## config.mk

```make
export PLATFORM = sky130hd
export DESIGN_NAME = sar_conversion_control
export DESIGN_NICKNAME = d
export VERILOG_FILES = /design/src/sar_clock_divider.v /design/src/sar_input_mux.v /design/src/sar_conversion_control.v
export VERILOG_INCLUDE_DIRS = /design/src /design/src/src
export SDC_FILE = /design/constraint.sdc
export NUM_CORES = 1
export LEC_CHECK = 0
export ABC_AREA = 0
export BUFFER_PORTS_ARGS = -buffer_cell sky130_fd_sc_hd__buf_2
export CORE_MARGIN = 2
export CORE_UTILIZATION = 59
export CTS_CLUSTER_SIZE = 40
export DETAILED_ROUTE_END_ITERATION = 6
export GPL_TIMING_DRIVEN = 0
export PLACE_DENSITY = 0.81
export SLEW_MARGIN = 0
export SYNTH_ARGS = -nofsm -noshare
export SYNTH_HDL_FRONTEND = slang
export SYNTH_SLANG_ARGS = --single-unit
```

## constraint.sdc

```tcl
create_clock -name clk -period 3.6 [get_ports clk]
set_input_delay 0.72 -clock clk [delete_from_list [all_inputs] [get_ports clk]]
set_output_delay 0.72 -clock clk [all_outputs]
set_load 0.02 [all_outputs]
```

## src/sar_ctrl_defs.vh

```
`ifndef SAR_CTRL_DEFS_VH
`define SAR_CTRL_DEFS_VH

// register offsets on the plain port
`define OFF_CONTROL     3'h0
`define OFF_CONFIG      3'h1
`define OFF_MUX         3'h2
`define OFF_RESULT_HI   3'h3
`define OFF_RESULT_LO   3'h4
`define OFF_BURST       3'h5

// converter_control_reg fields
`define CTL_DONE        7
`define CTL_BUSY        6
`define CTL_TRACK_DLY   5
`define CTL_SRC_HI      3
`define CTL_SRC_LO      0
`define CTL_RESET       8'h00

// converter_config_reg fields
`define CFG_SCALE_HI    7
`define CFG_SCALE_LO    3
`define CFG_BURST       2
`define CFG_RES_HI      1
`define CFG_RES_LO      0
`define CFG_RESET       8'hF8

// resolution codes
`define RES_10          2'h0
`define RES_8           2'h1
`define RES_12          2'h2

// start source codes
`define SRC_SOFT        4'h0
`define SRC_TMR0        4'h1
`define SRC_TMR1        4'h2
`define SRC_TMR2        4'h3
`define SRC_TMR3        4'h4
`define SRC_EXT         4'h5

// mux codes
`define MUX_TEMP        5'h10
`define MUX_REG_OUT     5'h11
`define MUX_SUPPLY      5'h12
`define MUX_GROUND      5'h13

// tracking and bit-cycle counts in conversion clocks
`define TRACK_CLOCKS    3'h4
`define BITS_8          4'h8
`define BITS_10         4'hA

// repeat count codes
`define RPT_1           3'h0
`define RPT_4           3'h1
`define RPT_8           3'h2
`define RPT_16          3'h3
`define RPT_32          3'h4
`define RPT_64          3'h5

`endif

```

## src/sar_clock_divider.v

```verilog
`timescale 1ns/1ps
`default_nettype none

module sar_clock_divider #(
  parameter SCALE_W = 5
) (
  input  wire               clk,
  input  wire               reset_n,
  input  wire               burst_mode_enable,
  input  wire               hfosc_tick,
  input  wire [SCALE_W-1:0] clock_scaling_field,
  output reg                conversion_clock
);

  reg  [SCALE_W-1:0] count_reg;
  wire               src_tick;

  // source is every system clock, or the oscillator tick in burst mode
  assign src_tick = burst_mode_enable ? hfosc_tick : 1'b1;

  always @(posedge clk or negedge reset_n) begin
    if (!reset_n) begin
      count_reg        <= {SCALE_W{1'b0}};
      conversion_clock <= 1'b0;
    end else begin
      conversion_clock <= 1'b0;
      if (src_tick) begin
        // divide by field plus one
        if (count_reg >= clock_scaling_field) begin
          count_reg        <= {SCALE_W{1'b0}};
          conversion_clock <= 1'b1;
        end else begin
          count_reg <= count_reg + 1'b1;
        end
      end
    end
  end

endmodule // sar_clock_divider

`default_nettype wire

```

## src/sar_input_mux.v

```verilog
`timescale 1ns/1ps
`default_nettype none

`include "sar_ctrl_defs.vh"

module sar_input_mux (
  input  wire [4:0]  input_channel_select,
  output reg  [15:0] port_select,
  output reg         temp_select,
  output reg         reg_out_select,
  output reg         supply_select,
  output reg         ground_select
);

  always @* begin
    port_select    = 16'h0000;
    temp_select    = 1'b0;
    reg_out_select = 1'b0;
    supply_select  = 1'b0;
    ground_select  = 1'b0;
    if (!input_channel_select[4]) begin
      port_select[input_channel_select[3:0]] = 1'b1;
    end else begin
      case (input_channel_select)
        `MUX_TEMP:    temp_select    = 1'b1;
        `MUX_REG_OUT: reg_out_select = 1'b1;
        `MUX_SUPPLY:  supply_select  = 1'b1;
        `MUX_GROUND:  ground_select  = 1'b1;
        default:      ;
      endcase
    end
  end

endmodule // sar_input_mux

`default_nettype wire

```

## src/sar_conversion_control.v

```verilog
// The implementer's own choices: the register addresses and the plain strobed port.
`timescale 1ns/1ps
`default_nettype none

`include "sar_ctrl_defs.vh"

module sar_conversion_control #(
  parameter SCALE_W = 5,
  parameter DATA_W  = 10,
  parameter ACC_W   = 16
) (
  input  wire              clk,
  input  wire              reset_n,
  input  wire [2:0]        addr,
  input  wire [7:0]        wdata,
  input  wire              write_strobe,
  input  wire              read_strobe,
  output reg  [7:0]        rdata,
  input  wire [3:0]        timer_overflow,
  input  wire              external_convert_start,
  input  wire              hfosc_tick,
  input  wire              interrupt_enable,
  output wire              conversion_interrupt,
  output wire [15:0]       port_select,
  output wire              temp_select,
  output wire              reg_out_select,
  output wire              supply_select,
  output wire              ground_select,
  output wire              conversion_clock,
  output reg               core_power,
  output reg               core_track,
  output reg               core_convert,
  output reg  [1:0]        core_resolution,
  input  wire              core_bit_done,
  input  wire [DATA_W-1:0] core_result
);

  localparam ST_IDLE  = 3'h0;
  localparam ST_POWER = 3'h1;
  localparam ST_TRACK = 3'h2;
  localparam ST_PIN   = 3'h3;
  localparam ST_CONV  = 3'h4;
  localparam ST_NEXT  = 3'h5;

  reg  [7:0]         control_reg;
  reg  [7:0]         config_reg;
  reg  [4:0]         mux_reg;
  reg  [2:0]         repeat_reg;
  reg  [ACC_W-1:0]   result_reg;
  reg  [ACC_W-1:0]   acc_reg;
  reg  [2:0]         state_reg;
  reg  [2:0]         track_count_reg;
  reg  [3:0]         bit_count_reg;
  reg  [6:0]         sample_count_reg;
  reg                ext_prev_reg;
  reg                done_reg;
  reg                busy_reg;

  wire [3:0]         source;
  wire               delayed_tracking_enable;
  wire               burst_mode_enable;
  wire [1:0]         resolution;
  wire               ext_rise;
  reg                trigger;
  reg  [6:0]         repeat_total;
  wire [3:0]         bit_total;
  wire [DATA_W-1:0]  sample;
  wire [ACC_W-1:0]   acc_sum;
  wire               last_bit;
  wire               last_sample;
  wire               done_set;
  wire               write_ctl;

  assign source                  = control_reg[`CTL_SRC_HI:`CTL_SRC_LO];
  assign delayed_tracking_enable = control_reg[`CTL_TRACK_DLY];
  assign burst_mode_enable       = config_reg[`CFG_BURST];
  assign resolution              = config_reg[`CFG_RES_HI:`CFG_RES_LO];
  assign ext_rise  = external_convert_start & ~ext_prev_reg;
  assign write_ctl = write_strobe && (addr == `OFF_CONTROL);

  sar_clock_divider #(
    .SCALE_W (SCALE_W)
  ) u_div (
    .clk                 (clk),
    .reset_n             (reset_n),
    .burst_mode_enable   (burst_mode_enable),
    .hfosc_tick          (hfosc_tick),
    .clock_scaling_field (config_reg[`CFG_SCALE_HI:`CFG_SCALE_LO]),
    .conversion_clock    (conversion_clock)
  );

  sar_input_mux u_mux (
    .input_channel_select (mux_reg),
    .port_select          (port_select),
    .temp_select          (temp_select),
    .reg_out_select       (reg_out_select),
    .supply_select        (supply_select),
    .ground_select        (ground_select)
  );

  always @* begin
    case (source)
      `SRC_SOFT: trigger = write_ctl && wdata[`CTL_BUSY];
      `SRC_TMR0: trigger = timer_overflow[0];
      `SRC_TMR1: trigger = timer_overflow[1];
      `SRC_TMR2: trigger = timer_overflow[2];
      `SRC_TMR3: trigger = timer_overflow[3];
      `SRC_EXT:  trigger = ext_rise;
      default:   trigger = 1'b0;
    endcase
  end

  // repeat count only applies in burst; otherwise one sample
  always @* begin
    case (repeat_reg)
      `RPT_1:  repeat_total = 7'd1;
      `RPT_4:  repeat_total = 7'd4;
      `RPT_8:  repeat_total = 7'd8;
      `RPT_16: repeat_total = 7'd16;
      `RPT_32: repeat_total = 7'd32;
      `RPT_64: repeat_total = 7'd64;
      default: repeat_total = 7'd1;
    endcase
    if (!burst_mode_enable) begin
      repeat_total = 7'd1;
    end
  end

  assign bit_total = (resolution == `RES_8) ? `BITS_8 : `BITS_10;
  // 8-bit mode keeps the two low bits at zero
  assign sample = (resolution == `RES_8) ?
                  {core_result[DATA_W-1:2], 2'b00} : core_result;
  assign acc_sum = acc_reg + {{(ACC_W-DATA_W){1'b0}}, sample};
  assign last_bit    = (bit_count_reg == bit_total - 4'h1);
  assign last_sample = (sample_count_reg == repeat_total - 7'd1);
  assign done_set    = (state_reg == ST_CONV) && core_bit_done &&
                       last_bit && last_sample;

  always @(posedge clk or negedge reset_n) begin
    if (!reset_n) begin
      state_reg        <= ST_IDLE;
      track_count_reg  <= 3'h0;
      bit_count_reg    <= 4'h0;
      sample_count_reg <= 7'h00;
      acc_reg          <= {ACC_W{1'b0}};
      result_reg       <= {ACC_W{1'b0}};
      busy_reg         <= 1'b0;
      ext_prev_reg     <= 1'b0;
    end else begin
      ext_prev_reg <= external_convert_start;
      case (state_reg)
        ST_IDLE: begin
          // triggers arriving while busy are not looked at
          if (trigger) begin
            busy_reg         <= 1'b1;
            sample_count_reg <= 7'h00;
            acc_reg          <= {ACC_W{1'b0}};
            track_count_reg  <= 3'h0;
            if (burst_mode_enable) begin
              state_reg <= ST_POWER;
            end else if (delayed_tracking_enable &&
                         source != `SRC_EXT) begin
              state_reg <= ST_TRACK;
            end else begin
              state_reg <= ST_CONV;
            end
          end else if (delayed_tracking_enable && source == `SRC_EXT &&
                       !external_convert_start) begin
            state_reg <= ST_PIN;
          end
        end
        ST_PIN: begin
          if (ext_rise) begin
            busy_reg         <= 1'b1;
            sample_count_reg <= 7'h00;
            acc_reg          <= {ACC_W{1'b0}};
            state_reg        <= burst_mode_enable ? ST_POWER : ST_CONV;
          end else if (!(delayed_tracking_enable && source == `SRC_EXT)) begin
            state_reg <= ST_IDLE;
          end
        end
        ST_POWER: begin
          if (conversion_clock) begin
            state_reg <= delayed_tracking_enable ? ST_TRACK : ST_CONV;
          end
        end
        ST_TRACK: begin
          if (conversion_clock) begin
            if (track_count_reg == `TRACK_CLOCKS - 3'h1) begin
              track_count_reg <= 3'h0;
              state_reg       <= ST_CONV;
            end else begin
              track_count_reg <= track_count_reg + 3'h1;
            end
          end
        end
        ST_CONV: begin
          if (core_bit_done) begin
            if (last_bit) begin
              bit_count_reg <= 4'h0;
              acc_reg       <= acc_sum;
              if (last_sample) begin
                result_reg <= acc_sum;
                busy_reg   <= 1'b0;
                state_reg  <= ST_IDLE;
              end else begin
                sample_count_reg <= sample_count_reg + 7'h01;
                state_reg        <= ST_NEXT;
              end
            end else begin
              bit_count_reg <= bit_count_reg + 4'h1;
            end
          end
        end
        ST_NEXT: begin
          state_reg <= delayed_tracking_enable ? ST_TRACK : ST_CONV;
        end
        default: state_reg <= ST_IDLE;
      endcase
    end
  end

  // core drive; the tracking switch stays closed while powered and not converting
  always @* begin
    core_power      = !burst_mode_enable || (state_reg != ST_IDLE);
    core_convert    = (state_reg == ST_CONV);
    core_track      = !core_convert && core_power;
    core_resolution = resolution;
  end

  always @(posedge clk or negedge reset_n) begin
    if (!reset_n) begin
      control_reg <= `CTL_RESET;
      config_reg  <= `CFG_RESET;
      mux_reg     <= 5'h1F;
      repeat_reg  <= `RPT_1;
      done_reg    <= 1'b0;
    end else begin
      if (write_strobe) begin
        case (addr)
          `OFF_CONTROL: control_reg <= {2'b00, wdata[5:0]};
          `OFF_CONFIG:  config_reg  <= wdata;
          `OFF_MUX:     mux_reg     <= wdata[4:0];
          `OFF_BURST:   repeat_reg  <= wdata[2:0];
          default:      ;
        endcase
      end
      // hardware set wins over a software clear in the same cycle
      if (done_set) begin
        done_reg <= 1'b1;
      end else if (write_ctl && !wdata[`CTL_DONE]) begin
        done_reg <= 1'b0;
      end
    end
  end

  assign conversion_interrupt = done_reg && interrupt_enable;

  always @(posedge clk or negedge reset_n) begin
    if (!reset_n) begin
      rdata <= 8'h00;
    end else if (read_strobe) begin
      case (addr)
        `OFF_CONTROL:   rdata <= {done_reg, busy_reg, control_reg[5:0]};
        `OFF_CONFIG:    rdata <= config_reg;
        `OFF_MUX:       rdata <= {3'b000, mux_reg};
        `OFF_RESULT_HI: rdata <= result_reg[15:8];
        `OFF_RESULT_LO: rdata <= (resolution == `RES_8 &&
                                  !burst_mode_enable) ?
                                 8'h00 : result_reg[7:0];
        `OFF_BURST:     rdata <= {5'b00000, repeat_reg};
        default:        rdata <= 8'h00;
      endcase
    end else begin
      rdata <= 8'h00;
    end
  end

endmodule // sar_conversion_control

`default_nettype wire

```

# ---- Yosys cells after proc, flatten, opt, wreduce, memory -nomap -nowiden
# Cells that the tools add are included.
dict set report totals {
  reg_bits 88
  out_inout_bits 35
  input_bits 33
}
dict set report classes {
  bitwise 2
  muxes 62
  order_cmp 3
  n_reduce_logical 36
  eq_ne 40
  addsub 7
}
# operator n
set op_table {}
lappend op_table {{$mux 16} 5}
lappend op_table {{$mux 3} 17}
lappend op_table {{$pmux 16 s3} 1}
lappend op_table {{$pmux 8 s6} 1}
lappend op_table {{$mux 7} 6}
lappend op_table {{$pmux 7 s5} 1}
lappend op_table {{$eq 3x2->1 const B} 7}
lappend op_table {{$pmux 7 s3} 1}
lappend op_table {{$eq 5x5->1 const B} 4}
lappend op_table {{$mux 1} 19}
lappend op_table {{$eq 3x3->1 const B} 6}
lappend op_table {{$pmux 3 s6} 1}
lappend op_table {{$add 16x10->16} 1}
lappend op_table {{$mux 8} 2}
lappend op_table {{$logic_and 1x1->1} 13}
lappend op_table {{$reduce_and 6->1} 2}
lappend op_table {{$ne 2x1->1 const B} 5}
lappend op_table {{$reduce_and 2->1} 5}
lappend op_table {{$eq 3x1->1 const B} 3}
lappend op_table {{$eq 4x2->1 const B} 2}
lappend op_table {{$eq 4x3->1 const B} 2}
lappend op_table {{$ne 2x2->1 const B} 4}
lappend op_table {{$add 7x1->7 const B} 1}
lappend op_table {{$eq 7x7->1} 1}
lappend op_table {{other kinds (32)} 40}

# ---- Depth between registers and ports, before layout
# Gate-level depths: netlist (run 1).
dict set report logic_depth {
  word_depth 9
  ltp_mapped 12
  ltp_nobuf 10
}

# ---- Modules after synthesis
# Synthesis (run 1) repeated with hierarchy kept, for this count alone.
dict set report unflattened {
  hier_cells 552
  area_unflattened_um2 5307.6
}
# module seq_area_each_um2 area_per_inst_um2 instances cells_per_inst
set by_module_without_submodules {}
lappend by_module_without_submodules {sar_conversion_control 2064.5 4695.8 1 470}
lappend by_module_without_submodules {sar_clock_divider 150.1 442.9 1 49}
lappend by_module_without_submodules {sar_input_mux 0.0 168.9 1 33}

# ---- Least setup slack after synthesis (run 1)
# OpenSTA, ideal clock, no wires.
dict set report synth_timing {
  path_type {input-to-reg}
  startpoint {input core_result[0]}
  endpoint {register result_reg[12]}
  arrival_time_ns 2.746
  path_slack_ns 0.730
  n_path_buf 0
  setup_ns 0.125
  stages 9
  required_ns 3.475
  cell_sequence {and2_1 > ha_1 > fa_1 > a21o_1 > a311oi_1 > a221oi_1 > o211ai_1 > xnor2_1 > mux2_2}
}
dict set report synth_between {
  elab_chain_len 2
}
# item line_no
set synth_lines {}
lappend synth_lines {{from (decl)} sar_conversion_control.v:35} ;# input wire [DATA_W-1:0] core_result
lappend synth_lines {{$mux 2} sar_conversion_control.v:131} ;# assign sample = (resolution == `RES_8) ?
lappend synth_lines {{$add 16x10->16} sar_conversion_control.v:133} ;# assign acc_sum = acc_reg + {{(ACC_W-DATA_W){1'b0}}, sample};
lappend synth_lines {{to (signal assigned)} sar_conversion_control.v:146} ;# result_reg <= {ACC_W{1'b0}};
lappend synth_lines {{to (signal assigned)} sar_conversion_control.v:203} ;# result_reg <= acc_sum;
lappend synth_lines {{to (decl)} sar_conversion_control.v:49} ;# reg [ACC_W-1:0] result_reg;
# No other way between the ends.
# A chain may end at the register's enable or synchronous reset.

# ---- Worst setup path in the final report (run 1)
dict set report layout_timing {
  startpoint {register config_reg[1]}
  endpoint {register result_reg[12]}
}
dict set report layout_between {
  elab_chain_len 5
  elab_cells_between_ends 7
  classes_between {add/sub: 2; eq/ne: 2; mux: 2; reduce/logical: 1}
}
# item line_no
set layout_lines {}
lappend layout_lines {{from (decl)} sar_conversion_control.v:46} ;# reg [7:0] config_reg;
lappend layout_lines {{from (signal assigned)} sar_conversion_control.v:234} ;# config_reg <= `CFG_RESET;
lappend layout_lines {{from (signal assigned)} sar_conversion_control.v:242} ;# `OFF_CONFIG: config_reg <= wdata;
lappend layout_lines {{$eq 2x1->1 (no line) (*)} n/a}
lappend layout_lines {{$mux 2 (no line)} n/a}
lappend layout_lines {{$sub 4x1->4} sar_conversion_control.v:134} ;# assign last_bit = (bit_count_reg == bit_total - 4'h1);
lappend layout_lines {{$eq 4x4->1} sar_conversion_control.v:134}
lappend layout_lines {{$reduce_and 4->1 (no line)} n/a}
# Every way passes the cells marked *; elsewhere a longest branch is shown, timed or not.

==> results of run 1 <==
[cell usage after synthesis (all sizes together) (4+ instances only)]
| cell type | count | area (µm²) |
|---|---|---|
| a211oi | 6 | 45.04 |
| a21o | 8 | 60.06 |
| a21oi | 27 | 138.9 |
| a22o | 4 | 35.03 |
| a22oi | 5 | 37.54 |
| a31oi | 9 | 56.30 |
| and2 | 16 | 100.1 |
| buf | 8 | 52.54 |
| clkbuf | 18 | 67.56 |
| dfrtp | 78 | 1952 |
| dfstp | 10 | 262.8 |
| ha | 20 | 250.2 |
| inv | 27 | 101.4 |
| mux2 | 26 | 292.8 |
| mux2i | 14 | 140.1 |
| nand2 | 56 | 210.2 |
| nand2b | 21 | 131.4 |
| nand3 | 20 | 100.1 |
| nor2 | 41 | 161.4 |
| nor2b | 9 | 56.30 |
| nor3 | 19 | 100.1 |
| nor3b | 6 | 45.04 |
| o21a | 5 | 37.54 |
| o21ai | 46 | 230.2 |
| o221ai | 4 | 35.03 |
| xnor2 | 11 | 96.34 |
| xor2 | 6 | 52.55 |
[power by group]
group | leakage, nW | switching [mW] | internal, mW
clock network | 0.103 | 0.362 | 0.322
logic | 1.61 | 0.974 | 0.697
registers | 1.11 | 0.256 | 1.27
total | 2.82 | 1.59 | 2.29
[worst min path at each step]
stage	depth (start not counted)	endpoint	slack [ns]	from
after detailed placement	1	track_count_reg[2]	0.49	track_count_reg[2]
after floorplan	0	acc_reg[0]	0.42	reset_n
after global placement	2	acc_reg[0]	0.49	acc_reg[0]
after global routing	1	sample_count_reg[2]	0.26	reset_n
after CTS	1	sample_count_reg[2]	0.25	reset_n
final	1	acc_reg[6]	0.25	reset_n
[final cells by class]
cell class | instances | area share [%]
multi-input cells | 429 | 48.15
flip-flops and latches | 88 | 36.72
plain buffers | 26 | 1.992
clock buffers | 9 | 2.054
inverters | 27 | 1.680
well taps | 108 | 2.241
repair buffers | 67 | 5.975
clock inverters | 7 | 1.183
[cell families after synthesis]
group | after synthesis
AOI/OAI and AO/OA | 138
xor gates and xnor gates | 17
adders and majority gates | 21
buffers and inverters | 53
DFF | 88
muxes | 42
and+or+nand+nor | 211
[through the flow]
step | util [%] | cells
floorplan | - | 570
global placement | 66.18 | 744
detailed placement | 66.52 | 745
CTS | 68.75 | 761
global route | 68.82 | 761
finish | 68.82 | 761
[routing by layer]
layer / track usage [%] / vias up / share of wire, %
met1: 35.02 / 2208 / 43
met2: 44.85 / 147 / 50
li1: - / 2188 / -
met5: 0 / - / 0
met4: 11.70 / 0 / 2.7
met3: 4.043 / 29 / 4.6
[critical path, delay by kind of cell (launching register included)]
kind                       cells  cell delay [ns]
AOI/OAI and AO/OA              4             1.19
muxes                          1             0.27
DFF                            1             0.44
adders and majority gates      2             0.64
xor gates and xnor gates       1             0.14
and+or+nand+nor                2             0.49
==> results.json, run 1 <==
{
  "grt_usage_pct": 26.92,
  "cp_cell_sequence": "nand2b_1 > and2_1 > ha_1 > fa_1 > a21o_1 > a311oi_1 > a221oi_1 > o211ai_1 > xnor2_1 > mux2_2",
  "fillCellCount": 683,
  "cp.arrival_ns": 3.53,
  "vias": 4572,
  "cts_hold_buf": 0,
  "synth_area_um2": 5334,
  "fp.dieW_um": 99.08,
  "finalSetupTns_ns": 0,
  "io_buffers": 66,
  "synth_simple_gate_area_share_pct": 20.48,
  "critPathCaptureType": "flip-flop",
  "final_area_um2": 6031,
  "crit_required_ns": 3.85,
  "syn_nets": 624,
  "grt_pass1_wl_um": 21270,
  "final_cell_mix": "dfrtp_1, buf_2, nand2_1, o21ai_0, nor2_1",
  "cp-startpoint": "config_reg[1]",
  "synth_mux_area_share_pct": 8.961,
  "setup_violations": 0,
  "wirelength_um": 12850,
  "maxCapViolCount": 0,
  "critPathMaxFanout": 5,
  "ys_seq_area_share_pct": 41.52,
  "status": "complete, no violations",
  "setup_ws_ns": 0.3225,
  "seq_area_um2": 2215,
  "ios": 68,
  "syn2layout_area_growth_pct": 13.07,
  "critPathSlowestCell": "a311oi_1",
  "tightest_slew_ns": 1.069,
  "drc": 0,
  "gp_congestion": 0.9136,
  "place_ws_ns": 0.2590,
  "clock_latency_ns": 0.36,
  "first_iter_violations": 250,
  "netlist_instances": 570,
  "ys_warn_count": 0,
  "synth_top_family_by_area": "simple AND/OR/NAND/NOR gates",
  "synth_compound_area_share_pct": 17.03,
  "critPathMaxStageDelay_ns": 0.45,
  "start_util_pct": 60.87,
  "leakagePower_nw": 2.824,
  "p_per_area_nw_per_um2": 643.8,
  "synth_ff_type": "dfrtp_1",
  "hold_class": "in -> async",
  "cts_buffers": 9,
  "wl_per_cell_um": 16.88,
  "multi_input_area_um2": 2904,
  "dieArea_um2": 9817,
  "viasPerCell": 6.008,
  "fin_worst_skew_ns": 0.01302,
  "r2r_end": "result_reg[12]",
  "synth_edf_count": 0,
  "ys_ff_latch": 88,
  "syn_avg_cell_area_um2": 9.358,
  "finalCritPeriodShare_pct": 91.04,
  "ir_drop_mv": 0.3167,
  "layout.nets": 702,
  "power_mw": 3.883,
  "yosys.cell_types.count": 68,
  "place_area_um2": 5829,
  "worstSetupEndpoint": "result_reg[12]",
  "rows": 34,
  "cts-resized-gates": 0,
  "cts.clk_slew.worst_paths_ns": 0.09,
  "async_flop_share_pct": 100.0,
  "post-route-min-period_ns": 3.278,
  "grt_start_max_net_pins": 68,
  "r2r-start": "config_reg[1]",
  "synthAdderAreaFrac_pct": 5.067,
  "dr.pass1.iters": 4,
  "cts.sinks": 88,
  "rrSetupSlack_ns": 0.32,
  "root_buffer": "clkbuf_8",
  "ant_nets": 0,
  "antenna_found_initial": 0,
  "gr-total-overflow": 0,
  "htreeDepth": 3,
  "rsz0062_at_grt": "no",
  "final_common_cell": "dfrtp_1",
  "cts_tree": "yes",
  "startpoint_type": "flip-flop",
  "cts_setup_buffers": 0,
  "die_h_um": 99.08,
  "dp_hpwl_um": 9819,
  "final-hold-violation-count": 0,
  "clk_path_buf_depth": 2,
  "drive_above_1_share_pct": 21.59,
  "max_clock_freq_mhz": 305.1,
  "slew_headroom_pct": 28.16,
  "coreArea_um2": 8763,
  "final_max_slew_viol_count": 0,
  "hold_ws_ns": 0.2506,
  "r2r_cells": 10,
  "critPathKind": "reg -> reg",
  "diodes": 0,
  "synth_xor_area_share_pct": 2.791,
  "grt_pass1_vias": 4523
}
No activity file was read; power rests on OpenSTA's default activity.
==> run 2, diff against run 1 <==
--- a/config.mk
+++ b/config.mk
@@ -17,4 +17,5 @@
 export SLEW_MARGIN = 0
 export SYNTH_ARGS = -nofsm -noshare
 export SYNTH_HDL_FRONTEND = slang
+export SYNTH_HIERARCHICAL = 1
 export SYNTH_SLANG_ARGS = --single-unit
==> run 2 against run 1 <==
Non-clock buffer count decreased by 2; critical path type unchanged; final area decreased by 0.71%; utilization decreased by 0.15 points; critical endpoint is now result_reg[10]; combinational power about the same; via count decreased by 2.5%; power decreased by 2.7%; register-to-register slack improved by 0.06 ns; critical path depth increased by 1; clock power decreased by 2%; fmax increased by 2.0%; clock skew decreased by 0.0048 ns.
==> results.json, run 2 <==
{
  "htreeDepth": 3,
  "dieArea_um2": 9770,
  "vias": 4457,
  "startpoint_type": "flip-flop",
  "final_area_um2": 5988,
  "coreArea_um2": 8721,
  "drc": 0,
  "cp.arrival_ns": 3.47,
  "wirelength_um": 12380,
  "cts-resized-gates": 0,
  "antenna_found_initial": 0,
  "io_buffers": 66,
  "highest-signal-layer": "met4",
  "ios": 68,
  "status": "complete, no violations",
  "drt-met1-wl_um": 5610,
  "final-hold-violation-count": 0,
  "setup_violations": 0,
  "synth_top_area_share_pct": 36.78,
  "fin_worst_skew_ns": 0.008212,
  "ant_nets": 0,
  "synth_commonest_cells": "dfrtp_1, nand2_1, o21ai_0",
  "cts.sinks": 88,
  "ys_ff_latch": 88,
  "tightest_slew_ns": 0.7713,
  "critPathMaxFanout": 5,
  "dpl.cell_count": 727,
  "syn2layout_area_growth_pct": 12.82,
  "root_buffer": "clkbuf_8",
  "rows": 34,
  "layout.nets": 684,
  "clock_latency_ns": 0.37,
  "ys_top_cells_by_area": "dfrtp_1, mux2_2, dfstp_2",
  "yosysMostFrequentCell": "dfrtp_1",
  "hold_class": "in -> async",
  "max_clock_freq_mhz": 311.2,
  "die_h_um": 98.85,
  "viasPerCell": 5.999,
  "gp_congestion": 0.8586,
  "fillCellCount": 671,
  "netlist_instances": 552,
  "synth_top_area_cell": "dfrtp_1",
  "synth_ff_type": "dfrtp_1",
  "grt_pass1_vias": 4375,
  "maxCapViolCount": 0,
  "synth_edf_count": 0,
  "critPathCaptureType": "flip-flop",
  "ys_warn_count": 6,
  "internal-power_mw": 2.202,
  "start_util_pct": 60.86,
  "cts.clk_slew.worst_paths_ns": 0.10,
  "crit_required_ns": 3.86,
  "finalSetupTns_ns": 0,
  "p_per_area_nw_per_um2": 630.6,
  "syn_nets": 606,
  "final_common_cell": "dfrtp_1",
  "slew_headroom_pct": 48.39,
  "power_mw": 3.776,
  "first_iter_violations": 308,
  "power_frac_comb_pct": 43.3,
  "cts_setup_buffers": 0,
  "power.share.switching_pct": 41.69,
  "async_flop_share_pct": 100.0,
  "place_ws_ns": 0.4441,
  "cts_hold_buf": 0,
  "cts_buffers": 9,
  "met2_length_um": 5896,
  "grt_start_max_net_pins": 46,
  "setup_ws_ns": 0.3862,
  "leakagePower_nw": 2.801,
  "hold_ws_ns": 0.3231,
  "finalCritPeriodShare_pct": 89.27,
  "grt_usage_pct": 26.66,
  "drive_above_1_share_pct": 24.09,
  "seqPwrFrac_pct": 38.9,
  "syn_avg_cell_area_um2": 9.615,
  "dr.pass1.iters": 4,
  "post-route-min-period_ns": 3.214,
  "yosys.cell_types.count": 75,
  "synth_area_um2": 5308,
  "place_area_um2": 5803,
  "grt_pass1_wl_um": 20890,
  "cts_tree": "yes",
  "critPathKind": "reg -> reg",
  "wl_met3_um": 609,
  "ir_drop_mv": 0.2861,
  "fin_cells": 743,
  "ys_seq_area_share_pct": 41.73,
  "p_switching_mw": 1.574,
  "fp.dieW_um": 98.85,
  "final_cell_mix": "dfrtp_1, buf_2, nand2_1, o21ai_0, nor2_1",
  "dp_hpwl_um": 9326,
  "clock_power_share_pct": 17.8,
  "gr-total-overflow": 0,
  "wl_per_cell_um": 16.66,
  "clk_path_buf_depth": 2,
  "final_util_pct": 68.67,
  "diodes": 0,
  "rsz0062_at_grt": "no",
  "final_max_slew_viol_count": 0
}
-- run 2: cell count changes in the layout (fill, tap and decap cells not counted), sizes merged, moves of 5 or more --
| cell | delta |
|---|---|
| clkbuf | -8 |
| o31ai | +5 |
| mux2i | -7 |
| a31oi | -6 |
| or3 | +5 |
| buf | +6 |
| nand3 | -11 |
| nand2 | +5 |
| nand2b | -9 |
-- run 2: cell families (layout without fill, tap and decap cells) --
group	count (synthesis)	count (layout)	synth area share, %
and+or+nand+nor	212	212	21.66
adders and majority gates	21	21	5.092
DFF	88	88	41.73
buffers and inverters	46	129	3.984
xor gates and xnor gates	19	19	3.135
AOI/OAI and AO/OA	129	129	16.29
muxes	37	37	8.109
-- run 2: worst paths after layout --
path | slack [ns] | depth (start not counted) | from | endpoint
setup / recovery | 0.39 | 11 | config_reg[1] | result_reg[10]
hold / removal | 0.32 | 1 | reset_n | track_count_reg[1]
setup reg to reg | 0.39 | 11 | config_reg[1] | result_reg[10]
hold reg to reg | 0.49 | 2 | result_reg[3] | result_reg[3]
max in group asynchronous | 2.65 | 2 | reset_n | acc_reg[6]
min in group clk | 0.49 | 1 | external_convert_start | ext_prev_reg
-- run 2: critical path: stages, from the launching register on --
cell and delay [ns]:
dfrtp_1 0.46, nand2b_1 0.29, and2_1 0.21, ha_1 0.19, inv_1 0.06, fa_1 0.39, nand2b_1 0.20, a211oi_1 0.32
nor3_1 0.14, o21ai_0 0.43, xor2_1 0.12, mux2_2 0.29
-- run 2: power by group through the flow --
stage / clock [mW] / combinational [mW] / sequential [mW]
after floorplan: 0 / 1.24 / 1.42
after global placement: 0 / 1.54 / 1.46
after detailed placement: 0 / 1.62 / 1.48
after CTS: 0.680 / 1.63 / 1.46
after global routing: 0.721 / 1.83 / 1.50
final: 0.672 / 1.64 / 1.47
-- run 2: cell type report --
class / instances / area (µm²) / share of cell area [%]
multi-input combinational: 418 / 2882 / 48.12
sequential: 88 / 2215 / 36.98
timing repair buffer: 67 / 360.3 / 6.018
tap: 108 / 135.1 / 2.257
buffer: 24 / 128.9 / 2.152
clock buffer: 9 / 123.9 / 2.069
inverter: 22 / 82.58 / 1.379
clock inverter: 7 / 61.31 / 1.024
-- run 2: layer usage --
| layer | up-vias | global-route usage (%) |
|---|---|---|
| li1 | 2144 | - |
| met1 | 2170 | 36.41 |
| met2 | 121 | 42.46 |
| met3 | 22 | 5.035 |
| met4 | 0 | 10.22 |
| met5 | - | 0 |
